**src/rtl/wsf_map.vh**
```
`ifndef WSF_MAP_VH
`define WSF_MAP_VH
// ----------------------------------------
// frame geometry
// ----------------------------------------
`define WSF_LAST_ROW 4'd8
`define WSF_LAST_COL 15'd17279
`define WSF_GRP 15'd192
`define WSF_GRP2 15'd384
`define WSF_TOH_COLS 15'd576
`define WSF_STUFF_END 15'd64
`define WSF_SPE_LAST 15'd16703
`define WSF_ROW_B1 4'd1
`define WSF_ROW_PTR 4'd3
`define WSF_ROW_K 4'd4
`define WSF_ROW_S1 4'd8
`define WSF_POH_B3 4'd1
`define WSF_POH_C2 4'd2
`define WSF_POH_G1 4'd3
// ----------------------------------------
// fixed overhead octets
// ----------------------------------------
`define WSF_A1 8'hf6
`define WSF_A2 8'h28
`define WSF_J0_RST 8'h01
`define WSF_Z0 8'hcc
`define WSF_H1_FIRST 8'h62
`define WSF_H2_FIRST 8'h0a
`define WSF_H1_CONC 8'h93
`define WSF_H2_CONC 8'hff
`define WSF_K1 8'h01
`define WSF_K2 8'h10
`define WSF_S1 8'h0f
`define WSF_C2 8'h1a
`define WSF_ZERO 8'h00
// ----------------------------------------
// scrambler, pointer, sync
// ----------------------------------------
`define WSF_SCR_SEED 7'h7f
`define WSF_PTR_MAX 10'd782
`define WSF_PTR_UNIT 18'd192
`define WSF_D_MASK 10'h155
`define WSF_MAJ 4'd3
`define WSF_SYNC_N 3'd4
`define WSF_REI_MAX 4'd8
// ----------------------------------------
// register word index (byte offset = 4 x index)
// ----------------------------------------
`define WSF_REG_TRACE 3'h0
`define WSF_REG_STATUS 3'h1
`define WSF_REG_B1ERR 3'h2
`define WSF_REG_B3ERR 3'h3
`define WSF_REG_REIERR 3'h4
`endif

```
**src/rtl/wsf_framer.v**
```verilog
// Summary of operation
// frame is 9 rows of 17280 octets, sent row by row, column by column
// scrambler and descrambler handle each octet most significant bit first
// framing octets are f6 then 28; their transition marks the frame
// section trace octet carries software value, 01 after reset
// section growth octets always cc
// B1 is even BIP-8 over previous frame after scrambling
// first pointer pair is 62 0a, pointer 522
// receiver accepts any pointer 0 to 782 and locates payload envelope
// remaining pointer pairs sent as 93 ff
// pointer action octets sent zero; carry payload on negative adjustment
// K1 01, K2 10, S1 0f sent
// unsupported, undefined overhead and fixed stuff sent as zero
// B3 is even BIP-8 over previous envelope before scrambling
// path signal label sent as 1a
// sent remote error field holds B3 errors of last received envelope
// received remote error 0 to 8 counts as such, others as zero
// sent remote defect bit reports current receive defects
// receiver hunts framing transition, expects it every 155520 octets
// sync declared only after repeated finds at expected place
// overhead path then line then section, scramble except row 0 overhead, 16-bit words
// after alignment descramble, leaving first overhead row untouched
// receiver strips overhead and fixed stuff, delivers payload octets
// sync after four good transitions, lost after four misses
// receiver checks B1 and B3, counting mismatched bits
`timescale 1ns/1ps
`include "wsf_map.vh"
module wsf_framer (
  // clock and reset
  input wire CLK_I,
  input wire RST_I,
  // avalon-mm slave
  input wire [4:0] AVS_ADDRESS_I,
  input wire AVS_READ_I,
  input wire AVS_WRITE_I,
  input wire [3:0] AVS_BYTEENABLE_I,
  input wire [31:0] AVS_WRITEDATA_I,
  output reg [31:0] AVS_READDATA_O,
  output wire AVS_WAITREQUEST_O,
  // transmit payload
  input wire [7:0] TX_PDATA_I,
  input wire TX_PVALID_I,
  output wire TX_PREADY_O,
  // transmit words to pma
  output reg [15:0] TX_DATA_O,
  output reg TX_VALID_O,
  // receive words from pma
  input wire [15:0] RX_DATA_I,
  input wire RX_VALID_I,
  // receive payload and status
  output reg [7:0] RX_PDATA_O,
  output reg RX_PVALID_O,
  output wire RX_SYNC_O
);
  localparam HUNT = 2'd0;
  localparam PRE = 2'd1;
  localparam INSYNC = 2'd2;

  // ----------------------------------------
  // functions
  // ----------------------------------------
  // returns {next state, keystream octet}, msb of octet first
  function [14:0] wsf_scr;
    input [6:0] s;
    integer i;
    reg [6:0] t;
    reg [7:0] k;
    begin
      t = s;
      k = 8'h00;
      for (i = 7; i >= 0; i = i - 1)
      begin
        k[i] = t[6];
        t = {t[5:0], t[6] ^ t[5]};
      end
      wsf_scr = {t, k};
    end
  endfunction

  function [3:0] wsf_pop;
    input [9:0] v;
    integer i;
    begin
      wsf_pop = 4'd0;
      for (i = 0; i < 10; i = i + 1)
        wsf_pop = wsf_pop + {3'd0, v[i]};
    end
  endfunction

  // ----------------------------------------
  // register bus
  // ----------------------------------------
  reg ack_q;
  reg [7:0] trace_q;
  reg [15:0] b1_err_q;
  reg [15:0] b3_err_q;
  reg [15:0] rei_err_q;
  reg [1:0] st_q;
  reg ptr_bad_q;
  reg [9:0] ptr_q;
  wire req = AVS_READ_I | AVS_WRITE_I;
  wire wr_go = AVS_WRITE_I & ack_q;
  wire [2:0] widx = AVS_ADDRESS_I[4:2];
  wire clr_b1 = wr_go & (widx == `WSF_REG_B1ERR);
  wire clr_b3 = wr_go & (widx == `WSF_REG_B3ERR);
  wire clr_rei = wr_go & (widx == `WSF_REG_REIERR);
  assign AVS_WAITREQUEST_O = req & ~ack_q;

  always @(posedge CLK_I)
  begin
    if (RST_I)
    begin
      ack_q <= 1'b0;
      trace_q <= `WSF_J0_RST;
      AVS_READDATA_O <= 32'h0000_0000;
    end
    else
    begin
      ack_q <= req & ~ack_q;
      if (wr_go && widx == `WSF_REG_TRACE && AVS_BYTEENABLE_I[0])
        trace_q <= AVS_WRITEDATA_I[7:0];
      if (AVS_READ_I && !ack_q)
      begin
        case (widx)
          `WSF_REG_TRACE: AVS_READDATA_O <= {24'h000000, trace_q};
          `WSF_REG_STATUS: AVS_READDATA_O <= {6'h00, ptr_q, 13'h0000, ptr_bad_q, st_q};
          `WSF_REG_B1ERR: AVS_READDATA_O <= {16'h0000, b1_err_q};
          `WSF_REG_B3ERR: AVS_READDATA_O <= {16'h0000, b3_err_q};
          `WSF_REG_REIERR: AVS_READDATA_O <= {16'h0000, rei_err_q};
          default: AVS_READDATA_O <= 32'h0000_0000;
        endcase
      end
    end
  end

  // ----------------------------------------
  // transmit frame builder
  // ----------------------------------------
  reg [3:0] trow_q;
  reg [14:0] tcol_q;
  reg [6:0] tscr_q;
  reg [7:0] tb1_acc_q;
  reg [7:0] tb1_q;
  reg [7:0] tb3_acc_q;
  reg [7:0] tb3_q;
  reg [7:0] thold_q;
  reg tphase_q;
  reg [3:0] rei_tx_q;
  reg [7:0] tx_pre;
  reg tx_slot;
  wire [14:0] tspe = tcol_q - `WSF_TOH_COLS;
  wire t_in_spe = tcol_q >= `WSF_TOH_COLS;
  wire t_row0_toh = (trow_q == 4'd0) && !t_in_spe;
  wire [6:0] tseed = (trow_q == 4'd0 && tcol_q == `WSF_TOH_COLS) ? `WSF_SCR_SEED : tscr_q;
  wire [14:0] tscr = wsf_scr(tseed);
  wire [7:0] tx_out = t_row0_toh ? tx_pre : (tx_pre ^ tscr[7:0]);
  wire rdi = (st_q != INSYNC) | ptr_bad_q;
  wire t_last = (trow_q == `WSF_LAST_ROW) && (tcol_q == `WSF_LAST_COL);
  assign TX_PREADY_O = tx_slot;

  always @*
  begin
    tx_pre = `WSF_ZERO;
    tx_slot = 1'b0;
    // path overhead and payload first, then line, then section
    if (t_in_spe)
    begin
      if (tspe == 15'd0)
      begin
        case (trow_q)
          `WSF_POH_B3: tx_pre = tb3_q;
          `WSF_POH_C2: tx_pre = `WSF_C2;
          `WSF_POH_G1: tx_pre = {rei_tx_q, rdi, 3'b000};
          default: tx_pre = `WSF_ZERO;
        endcase
      end
      else if (tspe >= `WSF_STUFF_END)
      begin
        tx_slot = 1'b1;
        tx_pre = TX_PVALID_I ? TX_PDATA_I : `WSF_ZERO;
      end
    end
    else if (trow_q == `WSF_ROW_PTR)
    begin
      if (tcol_q == 15'd0)
        tx_pre = `WSF_H1_FIRST;
      else if (tcol_q < `WSF_GRP)
        tx_pre = `WSF_H1_CONC;
      else if (tcol_q == `WSF_GRP)
        tx_pre = `WSF_H2_FIRST;
      else if (tcol_q < `WSF_GRP2)
        tx_pre = `WSF_H2_CONC;
      else
        tx_pre = `WSF_ZERO;
    end
    else if (trow_q == `WSF_ROW_K && tcol_q == `WSF_GRP)
      tx_pre = `WSF_K1;
    else if (trow_q == `WSF_ROW_K && tcol_q == `WSF_GRP2)
      tx_pre = `WSF_K2;
    else if (trow_q == `WSF_ROW_S1 && tcol_q == 15'd0)
      tx_pre = `WSF_S1;
    else if (trow_q == `WSF_ROW_B1 && tcol_q == 15'd0)
      tx_pre = tb1_q;
    else if (trow_q == 4'd0)
    begin
      if (tcol_q < `WSF_GRP)
        tx_pre = `WSF_A1;
      else if (tcol_q < `WSF_GRP2)
        tx_pre = `WSF_A2;
      else if (tcol_q == `WSF_GRP2)
        tx_pre = trace_q;
      else
        tx_pre = `WSF_Z0;
    end
  end

  always @(posedge CLK_I)
  begin
    if (RST_I)
    begin
      trow_q <= 4'd0;
      tcol_q <= 15'd0;
      tscr_q <= `WSF_SCR_SEED;
      tb1_acc_q <= 8'h00;
      tb1_q <= 8'h00;
      tb3_acc_q <= 8'h00;
      tb3_q <= 8'h00;
      thold_q <= 8'h00;
      tphase_q <= 1'b0;
      TX_DATA_O <= 16'h0000;
      TX_VALID_O <= 1'b0;
    end
    else
    begin
      // row after row, first column to last
      if (tcol_q == `WSF_LAST_COL)
      begin
        tcol_q <= 15'd0;
        trow_q <= (trow_q == `WSF_LAST_ROW) ? 4'd0 : trow_q + 4'd1;
      end
      else
        tcol_q <= tcol_q + 15'd1;
      if (!t_row0_toh)
        tscr_q <= tscr[14:8];
      if (t_last)
      begin
        tb1_q <= tb1_acc_q ^ tx_out;
        tb1_acc_q <= 8'h00;
        tb3_q <= tb3_acc_q ^ tx_pre;
        tb3_acc_q <= 8'h00;
      end
      else
      begin
        tb1_acc_q <= tb1_acc_q ^ tx_out;
        if (t_in_spe)
          tb3_acc_q <= tb3_acc_q ^ tx_pre;
      end
      // first octet of a pair goes in the high half
      tphase_q <= ~tphase_q;
      TX_VALID_O <= tphase_q;
      if (tphase_q)
        TX_DATA_O <= {thold_q, tx_out};
      else
        thold_q <= tx_out;
    end
  end

  // ----------------------------------------
  // receive input and octet alignment
  // ----------------------------------------
  reg [15:0] rd_m_q;
  reg [15:0] rd_s_q;
  reg rv_m_q;
  reg rv_s_q;
  reg [7:0] rlo_q;
  reg rpend_q;
  reg [15:0] rhist_q;
  reg [2:0] off_q;
  reg [2:0] cnt_q;
  reg [3:0] rrow_q;
  reg [14:0] rcol_q;
  reg hit_any;
  reg [2:0] hit_off;
  integer k;
  wire chunk_v = rv_s_q | rpend_q;
  wire [7:0] chunk = rv_s_q ? rd_s_q[15:8] : rlo_q;
  wire [23:0] win = {rhist_q, chunk};
  wire hit_lock = win[23 - off_q -: 16] == {`WSF_A1, `WSF_A2};
  wire [7:0] oct = win[15 - off_q -: 8];
  wire at_mark = (rrow_q == 4'd0) && (rcol_q == `WSF_GRP);
  assign RX_SYNC_O = st_q == INSYNC;

  always @*
  begin
    hit_any = 1'b0;
    hit_off = 3'd0;
    for (k = 7; k >= 0; k = k - 1)
      if (win[23 - k -: 16] == {`WSF_A1, `WSF_A2})
      begin
        hit_any = 1'b1;
        hit_off = k[2:0];
      end
  end

  always @(posedge CLK_I)
  begin
    if (RST_I)
    begin
      rd_m_q <= 16'h0000;
      rd_s_q <= 16'h0000;
      rv_m_q <= 1'b0;
      rv_s_q <= 1'b0;
      rlo_q <= 8'h00;
      rpend_q <= 1'b0;
      rhist_q <= 16'h0000;
      off_q <= 3'd0;
      cnt_q <= 3'd0;
      st_q <= HUNT;
      rrow_q <= 4'd0;
      rcol_q <= 15'd0;
    end
    else
    begin
      rd_m_q <= RX_DATA_I;
      rd_s_q <= rd_m_q;
      rv_m_q <= RX_VALID_I;
      rv_s_q <= rv_m_q;
      if (rv_s_q)
      begin
        rlo_q <= rd_s_q[7:0];
        rpend_q <= 1'b1;
      end
      else
        rpend_q <= 1'b0;
      if (chunk_v)
      begin
        rhist_q <= win[15:0];
        if (rcol_q == `WSF_LAST_COL)
        begin
          rcol_q <= 15'd0;
          rrow_q <= (rrow_q == `WSF_LAST_ROW) ? 4'd0 : rrow_q + 4'd1;
        end
        else
          rcol_q <= rcol_q + 15'd1;
        case (st_q)
          HUNT:
          begin
            if (hit_any)
            begin
              off_q <= hit_off;
              rrow_q <= 4'd0;
              rcol_q <= `WSF_GRP + 15'd1;
              cnt_q <= 3'd1;
              st_q <= PRE;
            end
          end
          PRE:
          begin
            if (at_mark)
            begin
              if (!hit_lock)
                st_q <= HUNT;
              else if (cnt_q + 3'd1 == `WSF_SYNC_N)
              begin
                st_q <= INSYNC;
                cnt_q <= 3'd0;
              end
              else
                cnt_q <= cnt_q + 3'd1;
            end
          end
          INSYNC:
          begin
            if (at_mark)
            begin
              if (hit_lock)
                cnt_q <= 3'd0;
              else if (cnt_q + 3'd1 == `WSF_SYNC_N)
                st_q <= HUNT;
              else
                cnt_q <= cnt_q + 3'd1;
            end
          end
          default: st_q <= HUNT;
        endcase
      end
    end
  end

  // ----------------------------------------
  // receive descrambler, pointer and extraction
  // ----------------------------------------
  reg [6:0] rscr_q;
  reg [7:0] rb1_acc_q;
  reg [7:0] rb1_q;
  reg rb1_ok_q;
  reg [7:0] rh1_q;
  reg neg_q;
  reg [17:0] j1_wait_q;
  reg j1_act_q;
  reg spe_ok_q;
  reg [3:0] srow_q;
  reg [14:0] scol_q;
  reg [7:0] rb3_acc_q;
  reg [7:0] rb3_q;
  reg rb3_ok_q;
  wire rgo = chunk_v && st_q == INSYNC;
  wire r_row0_toh = (rrow_q == 4'd0) && (rcol_q < `WSF_TOH_COLS);
  wire [6:0] rseed = (rrow_q == 4'd0 && rcol_q == `WSF_TOH_COLS) ? `WSF_SCR_SEED : rscr_q;
  wire [14:0] rscr = wsf_scr(rseed);
  wire [7:0] dsc = r_row0_toh ? oct : (oct ^ rscr[7:0]);
  wire r_h3 = (rrow_q == `WSF_ROW_PTR) && (rcol_q >= `WSF_GRP2) && (rcol_q < `WSF_TOH_COLS);
  wire r_spe = (rcol_q >= `WSF_TOH_COLS) || (neg_q && r_h3);
  wire [9:0] ptr_new = {rh1_q[1:0], dsc};
  wire neg_now = wsf_pop((ptr_new ^ ptr_q) & `WSF_D_MASK) >= `WSF_MAJ;
  wire is_j1 = j1_act_q && j1_wait_q == 18'd0;
  wire [3:0] cur_srow = is_j1 ? 4'd0 : srow_q;
  wire [14:0] cur_scol = is_j1 ? 15'd0 : scol_q;
  wire [3:0] b1_bits = wsf_pop({2'b00, dsc ^ rb1_q});
  wire [3:0] b3_bits = wsf_pop({2'b00, dsc ^ rb3_q});
  wire [3:0] rei_rx = (dsc[7:4] <= `WSF_REI_MAX) ? dsc[7:4] : 4'd0;
  // path parity octet of a checked envelope: one event feeds both remote error and counter
  wire b3_evt = rgo && r_spe && (spe_ok_q || is_j1) && cur_scol == 15'd0 && cur_srow == `WSF_POH_B3 && rb3_ok_q;
  wire [3:0] rei_tx_d = b3_evt ? b3_bits : rei_tx_q;

  always @(posedge CLK_I)
  begin
    if (RST_I)
    begin
      rscr_q <= `WSF_SCR_SEED;
      rb1_acc_q <= 8'h00;
      rb1_q <= 8'h00;
      rb1_ok_q <= 1'b0;
      rh1_q <= 8'h00;
      ptr_q <= 10'd0;
      ptr_bad_q <= 1'b0;
      neg_q <= 1'b0;
      j1_wait_q <= 18'd0;
      j1_act_q <= 1'b0;
      spe_ok_q <= 1'b0;
      srow_q <= 4'd0;
      scol_q <= 15'd0;
      rb3_acc_q <= 8'h00;
      rb3_q <= 8'h00;
      rb3_ok_q <= 1'b0;
      rei_tx_q <= 4'd0;
      b1_err_q <= 16'h0000;
      b3_err_q <= 16'h0000;
      rei_err_q <= 16'h0000;
      RX_PDATA_O <= 8'h00;
      RX_PVALID_O <= 1'b0;
    end
    else
    begin
      RX_PVALID_O <= 1'b0;
      if (st_q != INSYNC)
      begin
        rb1_ok_q <= 1'b0;
        rb3_ok_q <= 1'b0;
        spe_ok_q <= 1'b0;
        j1_act_q <= 1'b0;
        neg_q <= 1'b0;
      end
      else if (rgo)
      begin
        if (!r_row0_toh)
          rscr_q <= rscr[14:8];
        // section parity on the scrambled stream
        if (rrow_q == `WSF_LAST_ROW && rcol_q == `WSF_LAST_COL)
        begin
          rb1_q <= rb1_acc_q ^ oct;
          rb1_acc_q <= 8'h00;
          rb1_ok_q <= 1'b1;
          neg_q <= 1'b0;
        end
        else
          rb1_acc_q <= rb1_acc_q ^ oct;
        // pointer interpretation
        if (rrow_q == `WSF_ROW_PTR && rcol_q == 15'd0)
          rh1_q <= dsc;
        if (rrow_q == `WSF_ROW_PTR && rcol_q == `WSF_GRP)
        begin
          if (neg_now && ptr_q != 10'd0)
          begin
            ptr_q <= ptr_q - 10'd1;
            neg_q <= 1'b1;
          end
          else if (ptr_new <= `WSF_PTR_MAX)
          begin
            ptr_q <= ptr_new;
            ptr_bad_q <= 1'b0;
          end
          else
            ptr_bad_q <= 1'b1;
        end
        if (rrow_q == `WSF_ROW_PTR && rcol_q == `WSF_TOH_COLS)
        begin
          j1_wait_q <= ({8'h00, ptr_q} * `WSF_PTR_UNIT) - {17'd0, is_j1};
          j1_act_q <= ~is_j1;
        end
        else if (r_spe && j1_act_q && j1_wait_q != 18'd0)
          j1_wait_q <= j1_wait_q - 18'd1;
        else if (is_j1 && r_spe)
          j1_act_q <= 1'b0;
        if (r_spe && (spe_ok_q || is_j1))
        begin
          if (is_j1)
          begin
            spe_ok_q <= 1'b1;
            rb3_q <= rb3_acc_q;
            rb3_acc_q <= dsc;
            rb3_ok_q <= spe_ok_q;
          end
          else
            rb3_acc_q <= rb3_acc_q ^ dsc;
          if (cur_scol == `WSF_SPE_LAST)
          begin
            scol_q <= 15'd0;
            srow_q <= (cur_srow == `WSF_LAST_ROW) ? 4'd0 : cur_srow + 4'd1;
          end
          else
          begin
            scol_q <= cur_scol + 15'd1;
            srow_q <= cur_srow;
          end
          if (cur_scol == 15'd0 && cur_srow == `WSF_POH_G1)
            rei_err_q <= (clr_rei ? 16'h0000 : rei_err_q) + {12'h000, rei_rx};
          if (cur_scol >= `WSF_STUFF_END)
          begin
            RX_PDATA_O <= dsc;
            RX_PVALID_O <= 1'b1;
          end
        end
      end
      rei_tx_q <= rei_tx_d;
      // a counting event in the cycle of a software clear is added to the cleared count
      if (rgo && rrow_q == `WSF_ROW_B1 && rcol_q == 15'd0 && rb1_ok_q)
        b1_err_q <= (clr_b1 ? 16'h0000 : b1_err_q) + {12'h000, b1_bits};
      else if (clr_b1)
        b1_err_q <= 16'h0000;
      if (b3_evt)
        b3_err_q <= (clr_b3 ? 16'h0000 : b3_err_q) + {12'h000, b3_bits};
      else if (clr_b3)
        b3_err_q <= 16'h0000;
      if (clr_rei && !(rgo && r_spe && (spe_ok_q || is_j1) && cur_scol == 15'd0 && cur_srow == `WSF_POH_G1))
        rei_err_q <= 16'h0000;
    end
  end
endmodule

```
**config.mk**
```make
export PLATFORM = sky130hd
export DESIGN_NAME = wsf_framer
export DESIGN_NICKNAME = d
export VERILOG_FILES = /design/src/rtl/wsf_framer.v
export VERILOG_INCLUDE_DIRS = /design/src /design/src/rtl
export SDC_FILE = /design/constraint.sdc
export NUM_CORES = 1
export LEC_CHECK = 0
export BUFFER_PORTS_ARGS = -buffer_cell sky130_fd_sc_hd__buf_2
export CORE_AREA = 10 10 269 271
export DETAILED_ROUTE_END_ITERATION = 7
export DIE_AREA = 0 0 279 281
export SLEW_MARGIN = 10
export SYNTH_ARGS = -nofsm -noshare
export SYNTH_HDL_FRONTEND = slang
export SYNTH_SLANG_ARGS = --single-unit
```
**constraint.sdc**
```tcl
create_clock -name CLK_I -period 8.4 [get_ports CLK_I]
set_input_delay 1.68 -clock CLK_I [delete_from_list [all_inputs] [get_ports CLK_I]]
set_output_delay 1.68 -clock CLK_I [all_outputs]
set_load 0.01 [all_outputs]
```
==> results of run 1 <==
[report_power, final]
group          internal, mW  total, mW  switching, mW  leakage (nW)
Clock                  1.08       1.85          0.769         0.672
Combinational        0.0496      0.147         0.0971          4.95
Sequential             1.73       1.75         0.0183          2.92
[layer usage]
layer,vias up,share of wire,global-route usage,wire (um)
met3,72,0.058,0.0271,3090
met5,-,0,0,0
met1,8013,0.49,0.186,26000
li1,8588,-,-,-
met2,385,0.43,0.204,23000
met4,0,0.022,0.0397,1160
[sequential cells by signal (all words and copies together), names as in the netlist, 10 cells and up]
name / flops
b3_err_q: 16
b1_err_q: 16
scol_q: 15
ptr_q: 10
TX_DATA_O: 16
rd_m_q: 16
AVS_READDATA_O: 26
rcol_q: 15
tcol_q: 15
rhist_q: 16
j1_wait_q: 18
rd_s_q: 16
rei_err_q: 16
[cells by family after synthesis]
kind of cell | after synthesis | share of synthesized area
xor gates and xnor gates | 158 | 0.0703
adders and majority gates | 84 | 0.0581
and+or+nand+nor | 982 | 0.238
muxes | 87 | 0.0541
AOI/OAI and AO/OA | 535 | 0.175
buffers and inverters | 204 | 0.0425
DFF | 360 | 0.362
other | 1 | 0.000188
[metrics by stage]
| stage | setup slack, ns | power (mW) | cells |
|---|---|---|---|
| CTS | 1.58 | 3.79 | 3350 |
| global placement | 1.68 | 1.93 | 3276 |
| global route | 1.26 | 3.87 | 3350 |
| floorplan | 2.64 | 1.88 | 2416 |
| detailed placement | 1.65 | 1.93 | 3276 |
| finish | 1.65 | 3.74 | 3350 |
[how the worst max path moves through the flow]
stage                    start           end  slack [ns]  cells after the start
detailed placement      rv_s_q  b3_err_q[12]        1.65                     21
floorplan           rcol_q[10]  b3_err_q[15]        2.64                     21
global route            rv_s_q  b3_err_q[12]        1.26                     21
CTS                     rv_s_q  b3_err_q[12]        1.58                     21
global placement        rv_s_q  b3_err_q[12]        1.68                     21
finish                  rv_s_q  b3_err_q[12]        1.65                     21
[placed cells by master, fill, tap and decap left out, types with 9 or more instances in the layout]
cell type  count
a211oi_1      27
a21o_1        12
a21oi_1      155
a22oi_1       44
a311oi_1      11
a31oi_1       18
and2_1        28
and3_1        35
buf_2         95
buf_4         23
clkbuf_1       9
clkbuf_16     42
dfxtp_1      359
fa_1          14
ha_1          70
inv_1         71
mux2i_1       61
mux4_2        15
nand2_1      275
nand3_1       44
nand4_1       24
nor2_1       324
nor2b_1       58
nor3_1        53
nor3b_1       13
nor4_1        17
o21a_1        12
o21ai_0      107
o21ai_1       21
o311ai_0      12
o31ai_1       11
or3_1         28
or4_1         10
xnor2_1       84
xor2_1        72
[worst max-delay path, stage by stage, from the launching register on]
cell     delay [ns]
dfxtp_2        0.55
buf_4          0.40
mux4_2         0.56
nand2_1        0.08
and3_1         0.21
nor2_1         0.14
xor2_2         0.52
xor2_1         0.19
fa_1           0.54
fa_1           0.53
fa_1           0.56
inv_1          0.04
ha_1           0.21
fa_1           0.38
xor2_1         0.19
ha_1           0.35
a21o_1         0.13
a21oi_1        0.08
nor3b_1        0.53
nand4_1        0.18
xor2_1         0.16
nor2_1         0.05
[final cells by class]
| class | count | area [sq um] | area share |
|---|---|---|---|
| clock buffer | 57 | 1170 | 0.0518 |
| clock inverter | 17 | 226 | 0.0101 |
| inverter | 71 | 267 | 0.0118 |
| multi-input combinational | 1852 | 11900 | 0.527 |
| sequential | 360 | 7210 | 0.320 |
| tap | 873 | 1090 | 0.0485 |
| timing repair buffer | 120 | 682 | 0.0303 |
==> results.md, run 1 <==
* First-pass detailed-route iteration total at 6
* Setup TNS at 0 ns
* Setup bufs post-CTS at 0
* N_diodes at 0
* Slew Limit Fails at 0
* Core area at 0.0668 sq mm
* Hold-critical path depth at 1
* RSZ-0062 raised after global routing: false
* Fin. Hold Viols at 0
* Clock Latency Late Sink at 0.58 ns
* MaxCap Viol Count at 0
* CP Launch Type: flop
* Avg Cell Area, Syn at 8.26 sq um
* Finished Core Util at 0.337
* Post-cts resize count at 0
* Area Growth Syn to Fin at 13.1%
* Layout cells sized above 1 at 0.0981
* Reg-to-reg slack, setup at 1.65 ns
* YS warnings at 0
* HPWL after detailed placement at 37800 um
* FF-to-FF path depth at 21
* Count of final setup violators at 0
* Post-synthesis cell type with the largest combined area: dfxtp_1
* Dpl cell area at 0.0211 sq mm
* Crit-path max FO at 29
* H-tree Lvls at 2
* Min Tclk post-route at 6.75 ns
* Worst Hold Class: flop to flop
* # fillers at 7120
* Largest net degree at the start of global routing at 159
* Status: complete, no violations
* Rows at 95
* Asr flop ratio synth at 0
* Post-synthesis cell area at 0.0199 sq mm
* Total grt overflow at 0
* FF+latch count, synth at 360
* CTS sink count at 360
* Top FF cell, synth: dfxtp_1
* Leak at 8.54 nW
* Total Wirelength at 53300 um
* Die area at 0.0784 sq mm
* Worst-margin pin slew at 1.02 ns
* Worst path required time at 8.84 ns
* Die Span Y at 281 um
* Register area share after synthesis at 0.362
* Worst vdd ir at 118 uV
* Wire per inst at 15.9 um
* Cells after Synth at 2411
* Initial DRC count at 1189
* Worst Path Arrival at 7.19 ns
* Post-route ant nets at 0
* Dominant cell by count in the synthesized netlist: dfxtp_1
* DIE WIDTH at 279 um
* CTS tree: yes
* Critical path class: flop to flop
* PwrDens at 166 mW/mm^2
* R2R Path Start: rv_s_q
* Routability cong. at 0.885
* Starting Density at 0.298
* Tcrit/Tclk final at 0.804
* Clock skew at 0.0260 ns
* Vias in the first global route at 16.2k
* Hold_ws at 0.433 ns
* CP Capture Type: flop
* PortBufs at 96
* HP Start: rd_m_q[10]
* Via density at 5.09
* First-pass GRT wire length at 87600 um
* Max Fclk at 148 MHz
* GR Util All Layers at 0.133
* I/O pin cnt at 132
* Maximum buffer depth of the clock tree at 3
* Number of flops mapped to enable cells by yosys at 0
* Hold EP: rd_s_q[10]
* Yosys top cell area share at 0.362
* Nets at 2602
* Antenna violations before repair at 0
* Max-slew headroom at 0.315
* Worst r2r dst: b3_err_q[12]
* Area contributors post-synth: dfxtp_1 36%, nor2_1 6.1%, nand2_1 5.2%
* Clk slew on worst S/H paths at 0.06 ns
* Cts bufs inserted at 42
* CTS hold repair buffers at 0
* Count of different cell masters after synthesis at 103
* Vias post-DR at 17.1k
* DR DRC count at 0
* Clk root buf: clkbuf_16
* Post-synth top cells: 360 x dfxtp_1, 324 x nor2_1, 275 x nand2_1
* Final instance area at 0.0225 sq mm
(Power assumes the default switching activity.)
==> run 2, diff against run 1 <==
==> constraint.sdc (replaced) <==
create_clock -name CLK_I -period 6.3 [get_ports CLK_I]
set_input_delay 1.26 -clock CLK_I [delete_from_list [all_inputs] [get_ports CLK_I]]
set_output_delay 1.26 -clock CLK_I [all_outputs]
set_load 0.01 [all_outputs]
==> results.md, run 2 (synthesized netlist as in run 1, its figures left out) <==
* Routability cong. at 0.885
* Die area at 0.0784 sq mm
* CTS sink count at 360
* Min Tclk post-route at 5.96 ns
* Area Growth Syn to Fin at 14.1%
* Number of flip-flops in the largest register at 26
* Core area at 0.0668 sq mm
* Initial DRC count at 1228
* Slew Limit Fails at 0
* Final instance area at 0.0227 sq mm
* CTS tree: yes
* First-pass GRT wire length at 87200 um
* H-tree Lvls at 2
* Nets at 2626
* Largest regs: AVS_READDATA_O: 26 flops, j1_wait_q: 18 flops
* Hold-critical path depth at 1
* Via density at 5.09
* Worst Path Arrival at 6.46 ns
* Cts bufs inserted at 40
* Worst path required time at 6.80 ns
* Vias in the first global route at 16.1k
* N_diodes at 0
* Total power at 4.97 mW
* CP Capture Type: flop
* Total grt overflow at 0
* I/O pin cnt at 132
* Max Fclk at 168 MHz
* Critical path class: flop to flop
* Count of final setup violators at 0
* Clk slew on worst S/H paths at 0.06 ns
* First-pass detailed-route iteration total at 5
* Vias post-DR at 17.2k
* Total Wirelength at 54100 um
* Worst-margin pin slew at 0.967 ns
* RSZ-0062 raised after global routing: false
* Post-route ant nets at 0
* Worst Hold Class: flop to flop
* PortBufs at 96
* Maximum buffer depth of the clock tree at 3
* Commonest non-fill, non-tap cell in the layout: dfxtp_1
* MaxCap Viol Count at 0
* Starting Density at 0.298
* Die Span Y at 281 um
* CP Launch Type: flop
* Wire per inst at 16.0 um
* Status: complete, no violations
* Rows at 95
* Dpl cell area at 0.0213 sq mm
* Crit-path max FO at 6
* Largest reg by FF count: AVS_READDATA_O
* GR Util All Layers at 0.134
* Clk root buf: clkbuf_16
* Largest net degree at the start of global routing at 160
* PwrDens at 219 mW/mm^2
* Clock Latency Late Sink at 0.59 ns
* DR DRC count at 0
* Most frequent cells in the layout: 357 x dfxtp_1, 324 x nor2_1, 275 x nand2_1
* FF-to-FF path depth at 19
* Max-slew headroom at 0.353
* Tcrit/Tclk final at 0.946
* HPWL after detailed placement at 38800 um
* Layout cells sized above 1 at 0.112
* DIE WIDTH at 279 um
* Worst vdd ir at 205 uV
* Antenna violations before repair at 0
* Leak at 8.68 nW
* Fin. Hold Viols at 0
* Clock skew at 0.0273 ns
* Setup TNS at 0 ns
## run 2: what timing repair did
item                                   4_1_cts  5_1_grt
buffers inserted                             0        1
setup endpoints to repair                    0       13
gates resized for setup                      0        7
endpoints found under the hold margin        0        0
hold buffers                                 0        0
## run 2: cell type report
type / count / area [sq um]
Tap cell: 873 / 1090
Inverter: 71 / 267
Sequential cell: 360 / 7210
Multi-Input combinational cell: 1852 / 11900
Clock buffer: 55 / 1160
Clock inverter: 17 / 210
Timing Repair Buffer: 146 / 877
Fill cell: 7059 / 44100
## run 2: worst max-delay path: stages, from the launching register on
cell and delay, ns:
dfxtp_1 0.36, or4_4 0.57, nand4b_1 0.27, nor2_2 0.22
o21ai_1 0.09, xnor2_1 0.28, buf_4 0.24, xor2_1 0.20
fa_1 0.48, fa_1 0.52, fa_1 0.51, fa_1 0.48
fa_1 0.42, inv_1 0.08, a21o_1 0.11, a21oi_1 0.07
nor3_1 0.27, nand3b_1 0.22, or3_1 0.34, a21oi_1 0.14
## run 2: path summary, 6_finish.rpt
path,start,end,slack (ns)
max reg2reg,rcol_q[11],b1_err_q[14],0.34
min,rd_m_q[7],rd_s_q[7],0.43
min reg2reg,rd_m_q[7],rd_s_q[7],0.43
max,rcol_q[11],b1_err_q[14],0.34
## run 2: metrics by stage
stage               setup slack [ns]  cells  utilization  hold slack [ns]
finish                         0.338   3374        0.340            0.433
global route                  0.0216   3374        0.340            0.456
floorplan                      0.537   2416            -            0.414
global placement              0.0826   3301        0.319            0.419
detailed placement             0.119   3301        0.319            0.428
CTS                           0.0377   3373        0.340            0.439
## run 2: where the power goes
group	internal, mW	total (mW)	switching, mW
Clock	1.42	2.44	1.02
Sequential	2.30	2.33	0.0233
Combinational	0.0680	0.198	0.130
## run 2: metal layers
layer,global-route usage,vias up,wire length [um]
met5,0,-,0
met4,0.0401,0,1230
met3,0.0284,82,3260
met2,0.203,396,23100
met1,0.187,8086,26500
li1,-,8621,-
==> run 3, diff against run 2 <==
--- a/config.mk
+++ b/config.mk
@@ -6,10 +6,13 @@
 export SDC_FILE = /design/constraint.sdc
 export NUM_CORES = 1
 export LEC_CHECK = 0
+export ABC_AREA = 1
 export BUFFER_PORTS_ARGS = -buffer_cell sky130_fd_sc_hd__buf_2
-export CORE_AREA = 10 10 269 271
+export CORE_AREA = 10 10 278 280
 export DETAILED_ROUTE_END_ITERATION = 7
-export DIE_AREA = 0 0 279 281
+export DIE_AREA = 0 0 288 290
+export PLACE_DENSITY_LB_ADDON = 0.15
+export REMOVE_ABC_BUFFERS = 1
 export SLEW_MARGIN = 10
 export SYNTH_ARGS = -nofsm -noshare
 export SYNTH_HDL_FRONTEND = slang
==> results.md, run 3 <==
* Status: complete, no violations
* Die area at 0.0835 sq mm
* N_diodes at 0
* Worst-margin pin slew at 1.01 ns
* Synth Area in Compound Gates at 0.150
* HPWL after detailed placement at 49300 um
* Initial DRC count at 1198
* Post-route ant nets at 0
* Via density at 4.70
* Internal power at 4.03 mW
* DIE WIDTH at 288 um
* Dominant cell by count in the synthesized netlist: nand2_1
* CP Buf/Inv Count at 3
* CTS tree: yes
* PortBufs at 96
* Comb power frac at 0.058
* Layout cells sized above 1 at 0.0883
* Cells after Synth at 3251
* Post-synth top cells: 750 x nand2_1, 449 x inv_1, 378 x nor2_1
* Post-synthesis cell type with the largest combined area: dfxtp_1
* Clk root buf: clkbuf_16
* Worst path required time at 6.82 ns
* Yosys top cell area share at 0.338
* Worst Hold Class: flop to flop
* Area share of fa/ha/maj cells after synthesis at 0.0542
* Post-synthesis cell area at 0.0213 sq mm
* Asr flop ratio synth at 0
* Total grt overflow at 0
* Tcrit/Tclk final at 0.924
* CTS sink count at 360
* Most frequent cells in the layout: 750 x nand2_1, 448 x inv_1, 375 x nor2_1
* Maximum buffer depth of the clock tree at 3
* Antenna violations before repair at 1
* Avg Cell Area, Syn at 6.57 sq um
* Fin. Hold Viols at 0
* Commonest non-fill, non-tap cell in the layout: nand2_1
* FF+latch count, synth at 360
* Register area share after synthesis at 0.338
* Crit-path slowest cell: fa_1
* Crit path largest cell delay at 0.55 ns
* Clock share of power at 0.508
* Simple logic cell fraction of the synthesized area at 0.311
* Largest regs: AVS_READDATA_O: 26 flops, j1_wait_q: 18 flops
* CP Capture Type: flop
* Family with the most delay on the worst path: adder cells
* Slew Limit Fails at 0
* HP Start: rv_m_q
* Main combinational cell family by area after synthesis: simple AND/OR/NAND/NOR gates
* Switching power share of the total at 0.252
* Crit-path max FO at 10
* # fillers at 7944
* Post-synthesis xor/xnor area fraction at 0.0414
* Area Growth Syn to Fin at 14.9%
* Leak at 10.7 nW
* Net switching power figure at 1.36 mW
* Worst Path Arrival at 6.34 ns
* CP Launch Type: flop
* YS warnings at 0
* First-pass detailed-route iteration total at 5
* Max-slew headroom at 0.323
* Clk slew on worst S/H paths at 0.06 ns
* Worst vdd ir at 181 uV
* Setup TNS at 0 ns
* H-tree Lvls at 2
* Critical path class: flop to flop
* Top FF cell, synth: dfxtp_1
* Clock skew at 0.0284 ns
* Post-synthesis mux area share at 0
* Total power at 5.39 mW
* Register area at 0.00721 sq mm
* PwrDens at 220 mW/mm^2
* RSZ-0062 raised after global routing: false
* Core area at 0.0714 sq mm
* R2R Path Start: rcol_q[12]
* Largest reg by FF count: AVS_READDATA_O
* Max Fclk at 172 MHz
* I/O pin cnt at 132
* Clock Latency Late Sink at 0.60 ns
* Largest net degree at the start of global routing at 121
* Area contributors post-synth: dfxtp_1 34%, nand2_1 13%, inv_1 7.9%
* Count of final setup violators at 0
* Setup crit start: rcol_q[12]
* First-pass GRT wire length at 106000 um
* Count of different cell masters after synthesis at 61
* Nets at 3494
* MaxCap Viol Count at 0
* Routability cong. at 0.885
* Wire per inst at 15.3 um
* Vias in the first global route at 19.2k
* Vias post-DR at 20.4k
* Multi-input logic area at 0.0119 sq mm
* Seq pwr share at 0.434
* Starting Density at 0.299
* Number of flops mapped to enable cells by yosys at 0
* Die Span Y at 290 um
* DR DRC count at 0
* Total Wirelength at 66100 um
* Number of flip-flops in the largest register at 26
* CTS hold repair buffers at 0
* GR Util All Layers at 0.154
* Rows at 98
* Min Tclk post-route at 5.82 ns
* Cts bufs inserted at 46
[run 3: final timing paths]
kind | endpoint | slack, ns | cells after the start
worst max-delay path | b3_err_q[9] | 0.48 | 27
worst min-delay path | rv_s_q | 0.40 | 2
worst max register to register | b3_err_q[9] | 0.48 | 27
worst min register to register | rv_s_q | 0.40 | 2
[run 3: stage by stage]
step                      setup WS (ns)   util  hold slack (ns)  cells  cell area (sq um)
after floorplan                   0.431      -            0.388   3143              20900
after global placement            0.246  0.321            0.394   4241              22900
after detailed placement          0.285  0.321            0.392   4241              22900
after CTS                         0.270  0.343            0.400   4326              24500
after global routing             0.0118  0.344            0.415   4326              24500
final                             0.480  0.344            0.397   4326              24500
[run 3: worst reg2reg max path, stage by stage, from the launching register on]
cell     delay (ns)
dfxtp_1        0.32
nor2_1         0.18
nand2_2        0.14
nor2_2         0.22
nand3_4        0.18
nand3_1        0.12
nand2_1        0.12
nand3_1        0.13
nand2_1        0.11
xor2_2         0.17
fa_1           0.53
fa_1           0.54
fa_1           0.55
inv_1          0.04
ha_1           0.21
fa_1           0.38
xor2_1         0.17
buf_4          0.16
ha_2           0.37
nand3_1        0.08
nand2_1        0.11
nand2_1        0.07
a21oi_2        0.15
inv_1          0.09
nor3_1         0.18
xor2_1         0.16
nand4_1        0.10
a21oi_1        0.16
[run 3: repair_timing]
item                                    CTS  global route
gates resized for setup                   0             9
setup buffers                             0             0
endpoints found under the setup margin    0             7
[run 3: power by group through the flow]
stage	clock [mW]	combinational, mW	sequential [mW]
2_1_floorplan	0	0.172	2.39
3_3_place_gp	0	0.319	2.39
3_5_place_dp	0	0.318	2.39
4_1_cts	2.83	0.319	2.34
5_1_grt	2.91	0.354	2.34
6_report	2.74	0.312	2.34
[run 3: cells by family after synthesis]
kind of cell | Yosys count
AOI/OAI and AO/OA | 573
xor gates and xnor gates | 101
and+or+nand+nor | 1557
DFF | 360
buffers and inverters | 575
other | 1
adders and majority gates | 84
[run 3: per-layer routing]
layer  vias to the layer above  track usage  part of all wire
li1                      10700            -                 -
met1                      9186        0.216              0.49
met2                       371        0.249              0.45
met3                        65       0.0219             0.039
met4                         2       0.0294             0.015
met5                         -            0           0.00030
[run 3: final cells by class]
class,instances,share of cell area
Clock inverter,23,0.0106
Inverter,462,0.0707
Sequential cell,360,0.294
Tap cell,950,0.0485
Clock buffer,62,0.0530
Multi-Input combinational cell,2321,0.487
Timing Repair Buffer,148,0.0363
